<file path="src/hw/uscr_pkg.sv">
// Constants and types of the UART shadow control block
`default_nettype none
package uscr_pkg;
  // ---------------------------------------------------------------
  // Bus
  // ---------------------------------------------------------------
  localparam int ADDR_W = 32;
  localparam int DATA_W = 16;
  localparam int CTRL_W = 8;
  localparam logic [ADDR_W-1:0] ADDR_QCR  = 32'h5000_1008;
  localparam logic [ADDR_W-1:0] ADDR_LCR  = 32'h5000_100C;
  localparam logic [ADDR_W-1:0] ADDR_MCR  = 32'h5000_1010;
  localparam logic [ADDR_W-1:0] ADDR_BRK  = 32'h5000_1090;
  localparam logic [ADDR_W-1:0] ADDR_DMAM = 32'h5000_1094;
  localparam logic [ADDR_W-1:0] ADDR_QEN  = 32'h5000_1098;
  localparam logic [ADDR_W-1:0] ADDR_RXT  = 32'h5000_109C;
  localparam logic [ADDR_W-1:0] ADDR_STAT = 32'h5000_10B0;
  localparam logic [ADDR_W-1:0] ADDR_MASK = 32'h5000_10B4;
  localparam logic [DATA_W-1:0] RD_ZERO   = 16'h0000;
  // ---------------------------------------------------------------
  // Field positions and reset values
  // ---------------------------------------------------------------
  localparam int LCR_BREAK_BIT = 6;
  localparam int MCR_LOOP_BIT  = 4;
  localparam int MCR_IR_BIT    = 6;
  localparam int QCR_EN_BIT    = 0;
  localparam int QCR_DMA_BIT   = 3;
  localparam int QCR_RXT_LO    = 6;
  localparam int QCR_RXT_HI    = 7;
  // Bits 1 and 2 are self-clearing resets and are not held
  localparam logic [CTRL_W-1:0] QCR_WR_MASK = 8'hF9;
  localparam logic [CTRL_W-1:0] CTRL_RST    = 8'h00;
  localparam logic              LINE_MARK   = 1'b1;
  localparam logic              LINE_SPACE  = 1'b0;
  localparam logic              DMA_MODE0   = 1'b0;
  localparam logic              DMA_MODE1   = 1'b1;
  typedef enum logic [1:0] {
    RXT_ONE      = 2'h0,
    RXT_QUARTER  = 2'h1,
    RXT_HALF     = 2'h2,
    RXT_TWO_LESS = 2'h3
  } uscr_rxt_type;
  // ---------------------------------------------------------------
  // Events and timing
  // ---------------------------------------------------------------
  localparam int EVT_RX_TRIG = 0;
  localparam int EVT_QRESET  = 1;
  localparam int EVT_NUM     = 2;
  localparam int CLK_PERIOD_NS = 20;
  localparam int IR_PULSE_NS   = 1600;
  localparam int IR_PULSE_CYC  = (IR_PULSE_NS + CLK_PERIOD_NS - 1) / CLK_PERIOD_NS;
  localparam int RX_DEPTH_DEF  = 16;
  localparam int TX_DEPTH_DEF  = 16;
endpackage
`default_nettype wire

</file>
<file path="src/hw/uscr_top.sv">
// UART shadow control registers: break, DMA mode, queue enable, rx trigger
// How it works
// - The break alias reads and writes bit 6 of the line control register.
// - Break without loopback holds the serial output low until cleared.
// - Break in infrared mode without loopback pulses the infrared output continuously.
// - Break in loopback goes back to the own receiver, not to the pin.
// - The DMA mode alias reads and writes bit 3 of the queue control register.
// - DMA mode 0 or 1 selects the signalling of both DMA request outputs.
// - The queue enable alias reads and writes bit 0 of the queue control register.
// - Queue enable switches both queues, and clearing it resets them.
// - The rx trigger alias reads and writes bits 7:6 of the queue control register.
// - With queues enabled, the rx trigger picks the fill level that raises data available.
// - In DMA mode 1 the receive request follows the same trigger level.
// - An alias write changes only its own field of the parent register.
`default_nettype none
module uscr_top #(
  parameter int RX_DEPTH        = uscr_pkg::RX_DEPTH_DEF,
  parameter int TX_DEPTH        = uscr_pkg::TX_DEPTH_DEF,
  parameter int IR_PULSE_CYCLES = uscr_pkg::IR_PULSE_CYC,
  parameter int LW              = $clog2(uscr_pkg::RX_DEPTH_DEF + 1)
) (
  input  wire logic                        CLOCK,
  input  wire logic                        RST_N,
  input  wire logic [uscr_pkg::ADDR_W-1:0] ADDR,
  input  wire logic [uscr_pkg::DATA_W-1:0] WDATA,
  input  wire logic                        WR,
  input  wire logic                        RD,
  output logic      [uscr_pkg::DATA_W-1:0] RDATA,
  input  wire logic                        TX_SERIAL_IN,
  input  wire logic                        IR_SERIAL_IN_N,
  input  wire logic                        RXD,
  output logic                             TXD,
  output logic                             IR_OUT_N,
  output logic                             RX_SERIAL_OUT,
  input  wire logic [LW-1:0]               RX_LEVEL,
  input  wire logic [LW-1:0]               TX_LEVEL,
  output logic                             QUEUE_ENABLE,
  output logic                             QUEUE_RESET,
  output logic                             RX_DATA_AVAIL,
  output logic                             DMA_TX_REQ_N,
  output logic                             DMA_RX_REQ_N,
  output logic                             IRQ
);
  import uscr_pkg::*;

  // ---------------------------------------------------------------
  // Declarations
  // ---------------------------------------------------------------
  localparam int IR_CNT_W = (IR_PULSE_CYCLES > 1) ? $clog2(IR_PULSE_CYCLES) : 1;
  localparam logic [IR_CNT_W-1:0] IR_LAST  = IR_CNT_W'(IR_PULSE_CYCLES - 1);
  localparam logic [IR_CNT_W-1:0] IR_ZERO  = '0;
  localparam logic [LW-1:0]       LVL_ZERO = '0;
  localparam logic [LW-1:0]       THR_ONE  = LW'(1);
  localparam logic [LW-1:0]       THR_QTR  = LW'(RX_DEPTH / 4);
  localparam logic [LW-1:0]       THR_HALF = LW'(RX_DEPTH / 2);
  localparam logic [LW-1:0]       THR_TWO  = LW'(RX_DEPTH - 2);
  localparam logic [LW-1:0]       TX_FULL  = LW'(TX_DEPTH);

  logic [CTRL_W-1:0]  lcr_ff;
  logic [CTRL_W-1:0]  mcr_ff;
  logic [CTRL_W-1:0]  qcr_ff;
  logic [EVT_NUM-1:0] stat_ff;
  logic [EVT_NUM-1:0] mask_ff;
  logic [EVT_NUM-1:0] evt;
  logic [DATA_W-1:0]  rdata_ff;
  logic [DATA_W-1:0]  nxt_rdata;
  logic               wr_lcr;
  logic               wr_mcr;
  logic               wr_qcr;
  logic               wr_brk;
  logic               wr_dmam;
  logic               wr_qen;
  logic               wr_rxt;
  logic               wr_stat;
  logic               wr_mask;
  logic               brk;
  logic               loop;
  logic               ir_mode;
  logic               q_en;
  logic               dma_mode;
  uscr_rxt_type       rxt;
  logic               q_en_d_ff;
  logic               qreset_ff;
  logic               txd_ff;
  logic               ir_out_n_ff;
  logic               rx_loop_ff;
  logic [IR_CNT_W-1:0] ir_cnt_ff;
  logic               ir_phase_ff;
  logic               ir_brk;
  logic               ir_tick;
  logic [LW-1:0]      rx_thr;
  logic               rx_hit;
  logic               rx_hit_d_ff;
  logic               rx_avail_ff;
  logic               rx_req_ff;
  logic               tx_req_ff;
  logic               nxt_rx_req;
  logic               nxt_tx_req;
  logic               rx_empty;
  logic               tx_empty;

  // ---------------------------------------------------------------
  // Address decode
  // ---------------------------------------------------------------
  assign wr_lcr  = WR && (ADDR == ADDR_LCR);
  assign wr_mcr  = WR && (ADDR == ADDR_MCR);
  assign wr_qcr  = WR && (ADDR == ADDR_QCR);
  assign wr_brk  = WR && (ADDR == ADDR_BRK);
  assign wr_dmam = WR && (ADDR == ADDR_DMAM);
  assign wr_qen  = WR && (ADDR == ADDR_QEN);
  assign wr_rxt  = WR && (ADDR == ADDR_RXT);
  assign wr_stat = WR && (ADDR == ADDR_STAT);
  assign wr_mask = WR && (ADDR == ADDR_MASK);

  assign brk      = lcr_ff[LCR_BREAK_BIT];
  assign loop     = mcr_ff[MCR_LOOP_BIT];
  assign ir_mode  = mcr_ff[MCR_IR_BIT];
  assign q_en     = qcr_ff[QCR_EN_BIT];
  assign dma_mode = qcr_ff[QCR_DMA_BIT];
  assign rxt      = uscr_rxt_type'(qcr_ff[QCR_RXT_HI:QCR_RXT_LO]);

  // ---------------------------------------------------------------
  // Control registers and their aliases
  // ---------------------------------------------------------------
  // Aliases touch one field only, so software needs no read-modify-write
  always_ff @(posedge CLOCK or negedge RST_N) begin
    if (!RST_N) begin
      lcr_ff <= CTRL_RST;
    end else if (wr_lcr) begin
      lcr_ff <= WDATA[CTRL_W-1:0];
    end else if (wr_brk) begin
      lcr_ff[LCR_BREAK_BIT] <= WDATA[0];
    end
  end

  always_ff @(posedge CLOCK or negedge RST_N) begin
    if (!RST_N) begin
      mcr_ff <= CTRL_RST;
    end else if (wr_mcr) begin
      mcr_ff <= WDATA[CTRL_W-1:0];
    end
  end

  always_ff @(posedge CLOCK or negedge RST_N) begin
    if (!RST_N) begin
      qcr_ff <= CTRL_RST;
    end else if (wr_qcr) begin
      qcr_ff <= WDATA[CTRL_W-1:0] & QCR_WR_MASK;
    end else if (wr_dmam) begin
      qcr_ff[QCR_DMA_BIT] <= WDATA[0];
    end else if (wr_qen) begin
      qcr_ff[QCR_EN_BIT] <= WDATA[0];
    end else if (wr_rxt) begin
      qcr_ff[QCR_RXT_HI:QCR_RXT_LO] <= WDATA[1:0];
    end
  end

  // ---------------------------------------------------------------
  // Read port
  // ---------------------------------------------------------------
  always_comb begin
    nxt_rdata = RD_ZERO;
    case (ADDR)
      ADDR_LCR:  nxt_rdata[CTRL_W-1:0] = lcr_ff;
      ADDR_MCR:  nxt_rdata[CTRL_W-1:0] = mcr_ff;
      ADDR_QCR:  nxt_rdata[CTRL_W-1:0] = qcr_ff;
      ADDR_BRK:  nxt_rdata[0] = brk;
      ADDR_DMAM: nxt_rdata[0] = dma_mode;
      ADDR_QEN:  nxt_rdata[0] = q_en;
      ADDR_RXT:  nxt_rdata[1:0] = rxt;
      ADDR_STAT: nxt_rdata[EVT_NUM-1:0] = stat_ff;
      ADDR_MASK: nxt_rdata[EVT_NUM-1:0] = mask_ff;
      default:   nxt_rdata = RD_ZERO;
    endcase
  end

  // Data stands for the one cycle after the strobe only
  always_ff @(posedge CLOCK or negedge RST_N) begin
    if (!RST_N) begin
      rdata_ff <= RD_ZERO;
    end else if (RD) begin
      rdata_ff <= nxt_rdata;
    end else begin
      rdata_ff <= RD_ZERO;
    end
  end

  assign RDATA = rdata_ff;

  // ---------------------------------------------------------------
  // Serial line, break and loopback
  // ---------------------------------------------------------------
  // In loopback the pin idles at mark so the far end sees nothing
  always_ff @(posedge CLOCK or negedge RST_N) begin
    if (!RST_N) begin
      txd_ff     <= LINE_MARK;
      rx_loop_ff <= LINE_MARK;
    end else if (loop) begin
      txd_ff     <= LINE_MARK;
      rx_loop_ff <= brk ? LINE_SPACE : TX_SERIAL_IN;
    end else begin
      txd_ff     <= brk ? LINE_SPACE : TX_SERIAL_IN;
      rx_loop_ff <= RXD;
    end
  end

  assign TXD           = txd_ff;
  assign RX_SERIAL_OUT = rx_loop_ff;

  // ---------------------------------------------------------------
  // Infrared break pulses
  // ---------------------------------------------------------------
  assign ir_brk  = brk && ir_mode && !loop;
  assign ir_tick = (ir_cnt_ff == IR_LAST);

  always_ff @(posedge CLOCK or negedge RST_N) begin
    if (!RST_N) begin
      ir_cnt_ff <= IR_ZERO;
    end else if (!ir_brk || ir_tick) begin
      ir_cnt_ff <= IR_ZERO;
    end else begin
      ir_cnt_ff <= ir_cnt_ff + IR_CNT_W'(1);
    end
  end

  // Low and high for one divider period each, repeating
  always_ff @(posedge CLOCK or negedge RST_N) begin
    if (!RST_N) begin
      ir_phase_ff <= 1'b0;
    end else if (!ir_brk) begin
      ir_phase_ff <= 1'b0;
    end else if (ir_tick) begin
      ir_phase_ff <= !ir_phase_ff;
    end
  end

  always_ff @(posedge CLOCK or negedge RST_N) begin
    if (!RST_N) begin
      ir_out_n_ff <= LINE_MARK;
    end else if (loop) begin
      ir_out_n_ff <= LINE_MARK;
    end else if (ir_brk) begin
      ir_out_n_ff <= ir_phase_ff;
    end else begin
      ir_out_n_ff <= IR_SERIAL_IN_N;
    end
  end

  assign IR_OUT_N = ir_out_n_ff;

  // ---------------------------------------------------------------
  // Queue enable and reset
  // ---------------------------------------------------------------
  always_ff @(posedge CLOCK or negedge RST_N) begin
    if (!RST_N) begin
      q_en_d_ff <= 1'b0;
      qreset_ff <= 1'b0;
    end else begin
      q_en_d_ff <= q_en;
      qreset_ff <= q_en_d_ff && !q_en;
    end
  end

  assign QUEUE_ENABLE = q_en_d_ff;
  assign QUEUE_RESET  = qreset_ff;

  // ---------------------------------------------------------------
  // Receive trigger level
  // ---------------------------------------------------------------
  always_comb begin
    rx_thr = THR_ONE;
    case (rxt)
      RXT_ONE:      rx_thr = THR_ONE;
      RXT_QUARTER:  rx_thr = THR_QTR;
      RXT_HALF:     rx_thr = THR_HALF;
      RXT_TWO_LESS: rx_thr = THR_TWO;
      default:      rx_thr = THR_ONE;
    endcase
  end

  // Without queues a single held character is the trigger
  assign rx_empty = (RX_LEVEL == LVL_ZERO);
  assign tx_empty = (TX_LEVEL == LVL_ZERO);
  assign rx_hit   = q_en ? (RX_LEVEL >= rx_thr) : !rx_empty;

  always_ff @(posedge CLOCK or negedge RST_N) begin
    if (!RST_N) begin
      rx_avail_ff <= 1'b0;
      rx_hit_d_ff <= 1'b0;
    end else begin
      rx_avail_ff <= rx_hit;
      rx_hit_d_ff <= rx_hit;
    end
  end

  assign RX_DATA_AVAIL = rx_avail_ff;

  // ---------------------------------------------------------------
  // DMA requests
  // ---------------------------------------------------------------
  // Mode 1 holds a request from its threshold until the queue turns over
  always_comb begin
    nxt_rx_req = !rx_empty;
    nxt_tx_req = tx_empty;
    if (dma_mode == DMA_MODE1) begin
      nxt_rx_req = rx_hit ? 1'b1 : (rx_empty ? 1'b0 : rx_req_ff);
      nxt_tx_req = tx_empty ? 1'b1 : ((TX_LEVEL >= TX_FULL) ? 1'b0 : tx_req_ff);
    end
  end

  always_ff @(posedge CLOCK or negedge RST_N) begin
    if (!RST_N) begin
      rx_req_ff <= 1'b0;
      tx_req_ff <= 1'b0;
    end else begin
      rx_req_ff <= nxt_rx_req;
      tx_req_ff <= nxt_tx_req;
    end
  end

  assign DMA_RX_REQ_N = !rx_req_ff;
  assign DMA_TX_REQ_N = !tx_req_ff;

  // ---------------------------------------------------------------
  // Interrupts
  // ---------------------------------------------------------------
  assign evt[EVT_RX_TRIG] = rx_hit && !rx_hit_d_ff;
  assign evt[EVT_QRESET]  = qreset_ff;

  // A new event beats a clear in the same cycle
  genvar gi;
  generate
    for (gi = 0; gi < EVT_NUM; gi++) begin : g_stat
      always_ff @(posedge CLOCK or negedge RST_N) begin
        if (!RST_N) begin
          stat_ff[gi] <= 1'b0;
        end else if (evt[gi]) begin
          stat_ff[gi] <= 1'b1;
        end else if (wr_stat && WDATA[gi]) begin
          stat_ff[gi] <= 1'b0;
        end
      end
    end
  endgenerate

  always_ff @(posedge CLOCK or negedge RST_N) begin
    if (!RST_N) begin
      mask_ff <= '0;
    end else if (wr_mask) begin
      mask_ff <= WDATA[EVT_NUM-1:0];
    end
  end

  assign IRQ = |(stat_ff & mask_ff);

endmodule
`default_nettype wire

</file>
<file path="config.mk">
export PLATFORM = sky130hd
export DESIGN_NAME = uscr_top
export DESIGN_NICKNAME = d
export VERILOG_FILES = /design/src/hw/uscr_pkg.sv /design/src/hw/uscr_top.sv
export SDC_FILE = /design/constraint.sdc
export NUM_CORES = 1
export LEC_CHECK = 0
export ABC_AREA = 1
export BUFFER_PORTS_ARGS = -buffer_cell sky130_fd_sc_hd__buf_4
export CORE_MARGIN = 3
export CORE_UTILIZATION = 45
export CTS_CLUSTER_SIZE = 30
export DETAILED_ROUTE_END_ITERATION = 16
export GPL_ROUTABILITY_DRIVEN = 0
export PLACE_DENSITY = 0.73
export SLEW_MARGIN = 20
export SYNTH_ARGS = -nofsm -noshare
export SYNTH_HDL_FRONTEND = slang
export SYNTH_SLANG_ARGS = --single-unit
</file>
<file path="constraint.sdc">
create_clock -name CLOCK -period 1.35 [get_ports CLOCK]
set_input_delay 0.135 -clock CLOCK [delete_from_list [all_inputs] [get_ports CLOCK]]
set_output_delay 0.135 -clock CLOCK [all_outputs]
set_load 0.1 [all_outputs]
</file>
==> Implementation_results.wiki <==
{| class="wikitable"
! Metric !! Value
|-
| Post-synthesis cell area || about 2900 um2
|-
| Iteration-0 DRC Markers || roughly 120
|-
| Violated checks || negative setup slack
|-
| Fraction of layout cells with a size suffix above 1 || 0.329
|-
| Crit-path slowest cell || dfrtp_1
|-
| Routed length per placed instance || 12.1 um
|-
| Clock Sinks || 50
|-
| Total via count after detailed routing || ~2800
|-
| Number of buffers on the longest clock path || 2
|-
| Dominant cell type by count on the critical path || o21ai_1
|-
| Synthesis-stage register bit count || 50
|-
| First-pass GRT wire length || around 12 mm
|-
| Worst-case vdd ir drop || 0.000567 V
|-
| Worst min-delay path category || in2reg
|-
| Total count of hold-check failures in the final report || 0
|-
| Period Utilization, post-route || 1.10
|-
| Req. time, crit path || 1550 ps
|-
| Transition time of the tightest slew-check pin || 621 ps
|-
| Mean post-synth cell area || around 7.4 um2
|-
| Max-cap viol count || 0
|-
| Number of pins with negative max-slew slack in the final report || 0
|-
| Residual antenna-violating net count after detailed routing || 0
|-
| Number of buffers created by CTS || 5
|-
| Remaining global-route overflow || 0
|-
| Number of placed I/O pins || 90
|-
| Launch instance of the worst min-delay path || RXD
|-
| Seq. cell area || 1250 um2
|-
| Port Buffer Count || 73
|-
| Highest-count cells in the layout ignoring fill and taps || 107 x buf_4, 104 x nand2_1, 64 x inv_1
|-
| Fin Clk Skew || 12.5 ps
|-
| Width of the die || between 80 and 90 um
|-
| Outcome || finished, violations left
|-
| Min Clock Period, post-route || about 1500 ps
|-
| Instance count of the mapped netlist || between 300 and 400
|-
| Critical path cell sequence || nor2_1 -> ha_1 -> o21ai_1 -> a21boi_1 -> o21ai_1 -> a21boi_2 -> nand2_2 -> nand2_1
|-
| Yosys synthesis warning count || 0
|-
| Critical path endpoint category || flip-flop
|-
| Number of global-route vias before repair || 2682
|-
| # nets final || 577
|-
| Launch point of the worst path || qcr_ff[6]
|-
| Std-Cell Rows || 28
|-
| Crit start category || flip-flop
|-
| Biggest fanout along the worst timing path || 4
|-
| Initial Utilization || 0.478
|-
| Worst stage delay on the critical path || 420 ps
|-
| Dpl ws || -225 ps
|-
| Filler cell count || 536
|-
| Setup ws final || -133 ps
|-
| Worst r2r path cells || 8
|-
| Synth-to-Final Area Change || 35.3%
|-
| Unrepaired setup endpoints after global routing || yes
|-
| Core footprint || 6100 um2
|-
| Logic depth of the worst setup path including buffers || 8
|-
| Dpl cells || roughly 570
|-
| Clk Latency, worst-skew pair || 310 ps
|-
| Commonest non-fill, non-tap cell in the layout || buf_4
|-
| Maximum number of pins on one net before global-route repair || 51
|-
| Static leakage || 0.00208 uW
|-
| Power density over the cells || 771 nW/um2
|-
| Worst max-slew margin expressed relative to the limit || 0.586
|-
| Highest clock rate || between 600 and 700 MHz
|-
| Clk Tree Root Cell || clkbuf_8
|-
| Via count normalized by instance count || about 4.8
|-
| Antenna Diode Count || 0
|-
| Detailed Route WL || 7.03 mm
|-
| Finished Core Util || 0.647
|-
| Clock-pin transition on the worst setup and hold timing paths || 90 ps
|-
| Post-detailed-placement half-perimeter wirelength || 5.45 mm
|-
| Number of antenna violations at the first check in global routing || 0
|-
| Number of instances on the worst hold path || 3
|-
| Arrival time worst endpoint || 1690 ps
|-
| Total Routing Usage GR || 0.194
|-
| First-pass iteration count of the detailed router || 4
|-
| Clock tree from TritonCTS || built
|-
| H-Tree Level Count || 2
|-
| Non-filler instance count after layout || 583
|-
| DRC violations left || 0
|-
| Startpoint of the worst register-to-register path || qcr_ff[6]
|-
| Number of distinct library cell variants in the gate-level netlist after synthesis || 34
|-
| Type of the setup path with the least slack || reg2reg
|-
| Post-route setup TNS || -441 ps
|-
| Overall die area || ~7500 um2
|-
| Die height || about 86 um
|-
| Number of buffers and inverters on the critical path || 0
|-
| Cell family with the largest share of critical-path delay || compound AO/OA/AOI/OAI gates
|-
| Sequential area share after synthesis || 0.430
|-
| Final setup violation count || 7
|-
| Area of the multi-input gates || 1380 um2
|}
[path summary, 6_finish.rpt]
check	end	slack [ps]
max in group asynchronous	QUEUE_RESET	550
worst max register to register	stat_ff[0]	-130
worst max-delay path	stat_ff[0]	-130
worst min-delay path	RX_SERIAL_OUT	40
min in group asynchronous	ir_cnt_ff[4]	350
worst min register to register	QUEUE_ENABLE	440
[timing repair]
item	in CTS	in global routing
setup endpoints to repair	11	21
gates cloned	0	1
hold buffers	2	0
setup buffers	1	3
gates resized for setup	10	12
pin swaps	8	6
endpoints found under the hold margin	48	0
[cells in the mapped netlist]
library cell,count,area share
a21boi_0,2,0.0051
a21oi_1,10,0.017
a21oi_2,1,0.0030
a22o_1,1,0.0030
and2_2,1,0.0026
buf_2,2,0.0034
buf_4,8,0.021
buf_6,3,0.012
conb_1,1,0.0013
dfrtp_1,47,0.40
dfstp_2,3,0.027
ha_1,5,0.021
inv_1,67,0.086
inv_2,2,0.0026
inv_8,1,0.0039
nand2_1,105,0.14
nand2_2,4,0.0086
nand2_4,5,0.019
nand3_1,14,0.024
nand3_2,1,0.0034
nand3b_1,1,0.0026
nand4_1,7,0.015
nor2_1,50,0.064
nor2_2,6,0.013
nor2_4,3,0.012
nor3_1,6,0.010
nor3b_1,1,0.0026
nor4_1,2,0.0043
o211ai_1,1,0.0026
o21ai_0,18,0.031
o21ai_1,8,0.014
o21ai_2,7,0.021
o21bai_1,1,0.0026
or4_1,1,0.0026
[where the power goes]
| group | total [uW] | switching [uW] | leakage, uW | internal, uW |
|---|---|---|---|---|
| logic | 452 | 291 | 0.00137 | 161 |
| clock network | 1080 | 524 | 0.0000585 | 556 |
| registers | 1510 | 3.01 | 0.000649 | 1510 |
[cell type report]
cell class,count,area share
multi-input combinational,270,0.349
sequential,50,0.318
timing repair buffer,110,0.212
inverter,70,0.0685
tap,75,0.0238
clock buffer,5,0.0174
clock inverter,3,0.0111
[per-stage QoR]
stage	hold slack (ps)	total power, uW	instance area (um2)
global route	50.9	3150	3940
CTS	35.4	3060	3880
global placement	189	1980	3710
detailed placement	199	1990	3710
floorplan	-161	1790	2940
finish	35.9	3040	3940
[worst reg2reg max path: cells and delay by family (launching register included)]
| family | cells | cell delay (ps) |
|---|---|---|
| AOI/OAI and AO/OA | 4 | 450 |
| adders and majority gates | 1 | 240 |
| DFF | 1 | 420 |
| and+or+nand+nor | 3 | 270 |
[metal layers]
layer,part of all wire,global-route usage
met1,0.43,0.246
met2,0.50,0.338
met3,0.049,0.0342
met4,0.018,0.0567
met5,0,0
[cell families (layout without fill, tap and decap cells)]
group | Yosys count | after routing | share of synthesized area
AO/OA/AOI/OAI | 49 | 49 | 0.0991
adder cells (fa/ha/maj) | 5 | 5 | 0.0215
buffers and inverters | 83 | 188 | 0.128
flip-flops | 50 | 50 | 0.430
other | 1 | 8 | 0.00129
AND/OR/NAND/NOR | 207 | 208 | 0.319
[state kept, by name, summed over array words and instances (netlist names), 2 cells and up]
name	count
RDATA	8
lcr_ff	8
mcr_ff	8
ir_cnt_ff	7
qcr_ff	6
mask_ff	2
stat_ff	2
(Power assumes the default switching activity.)
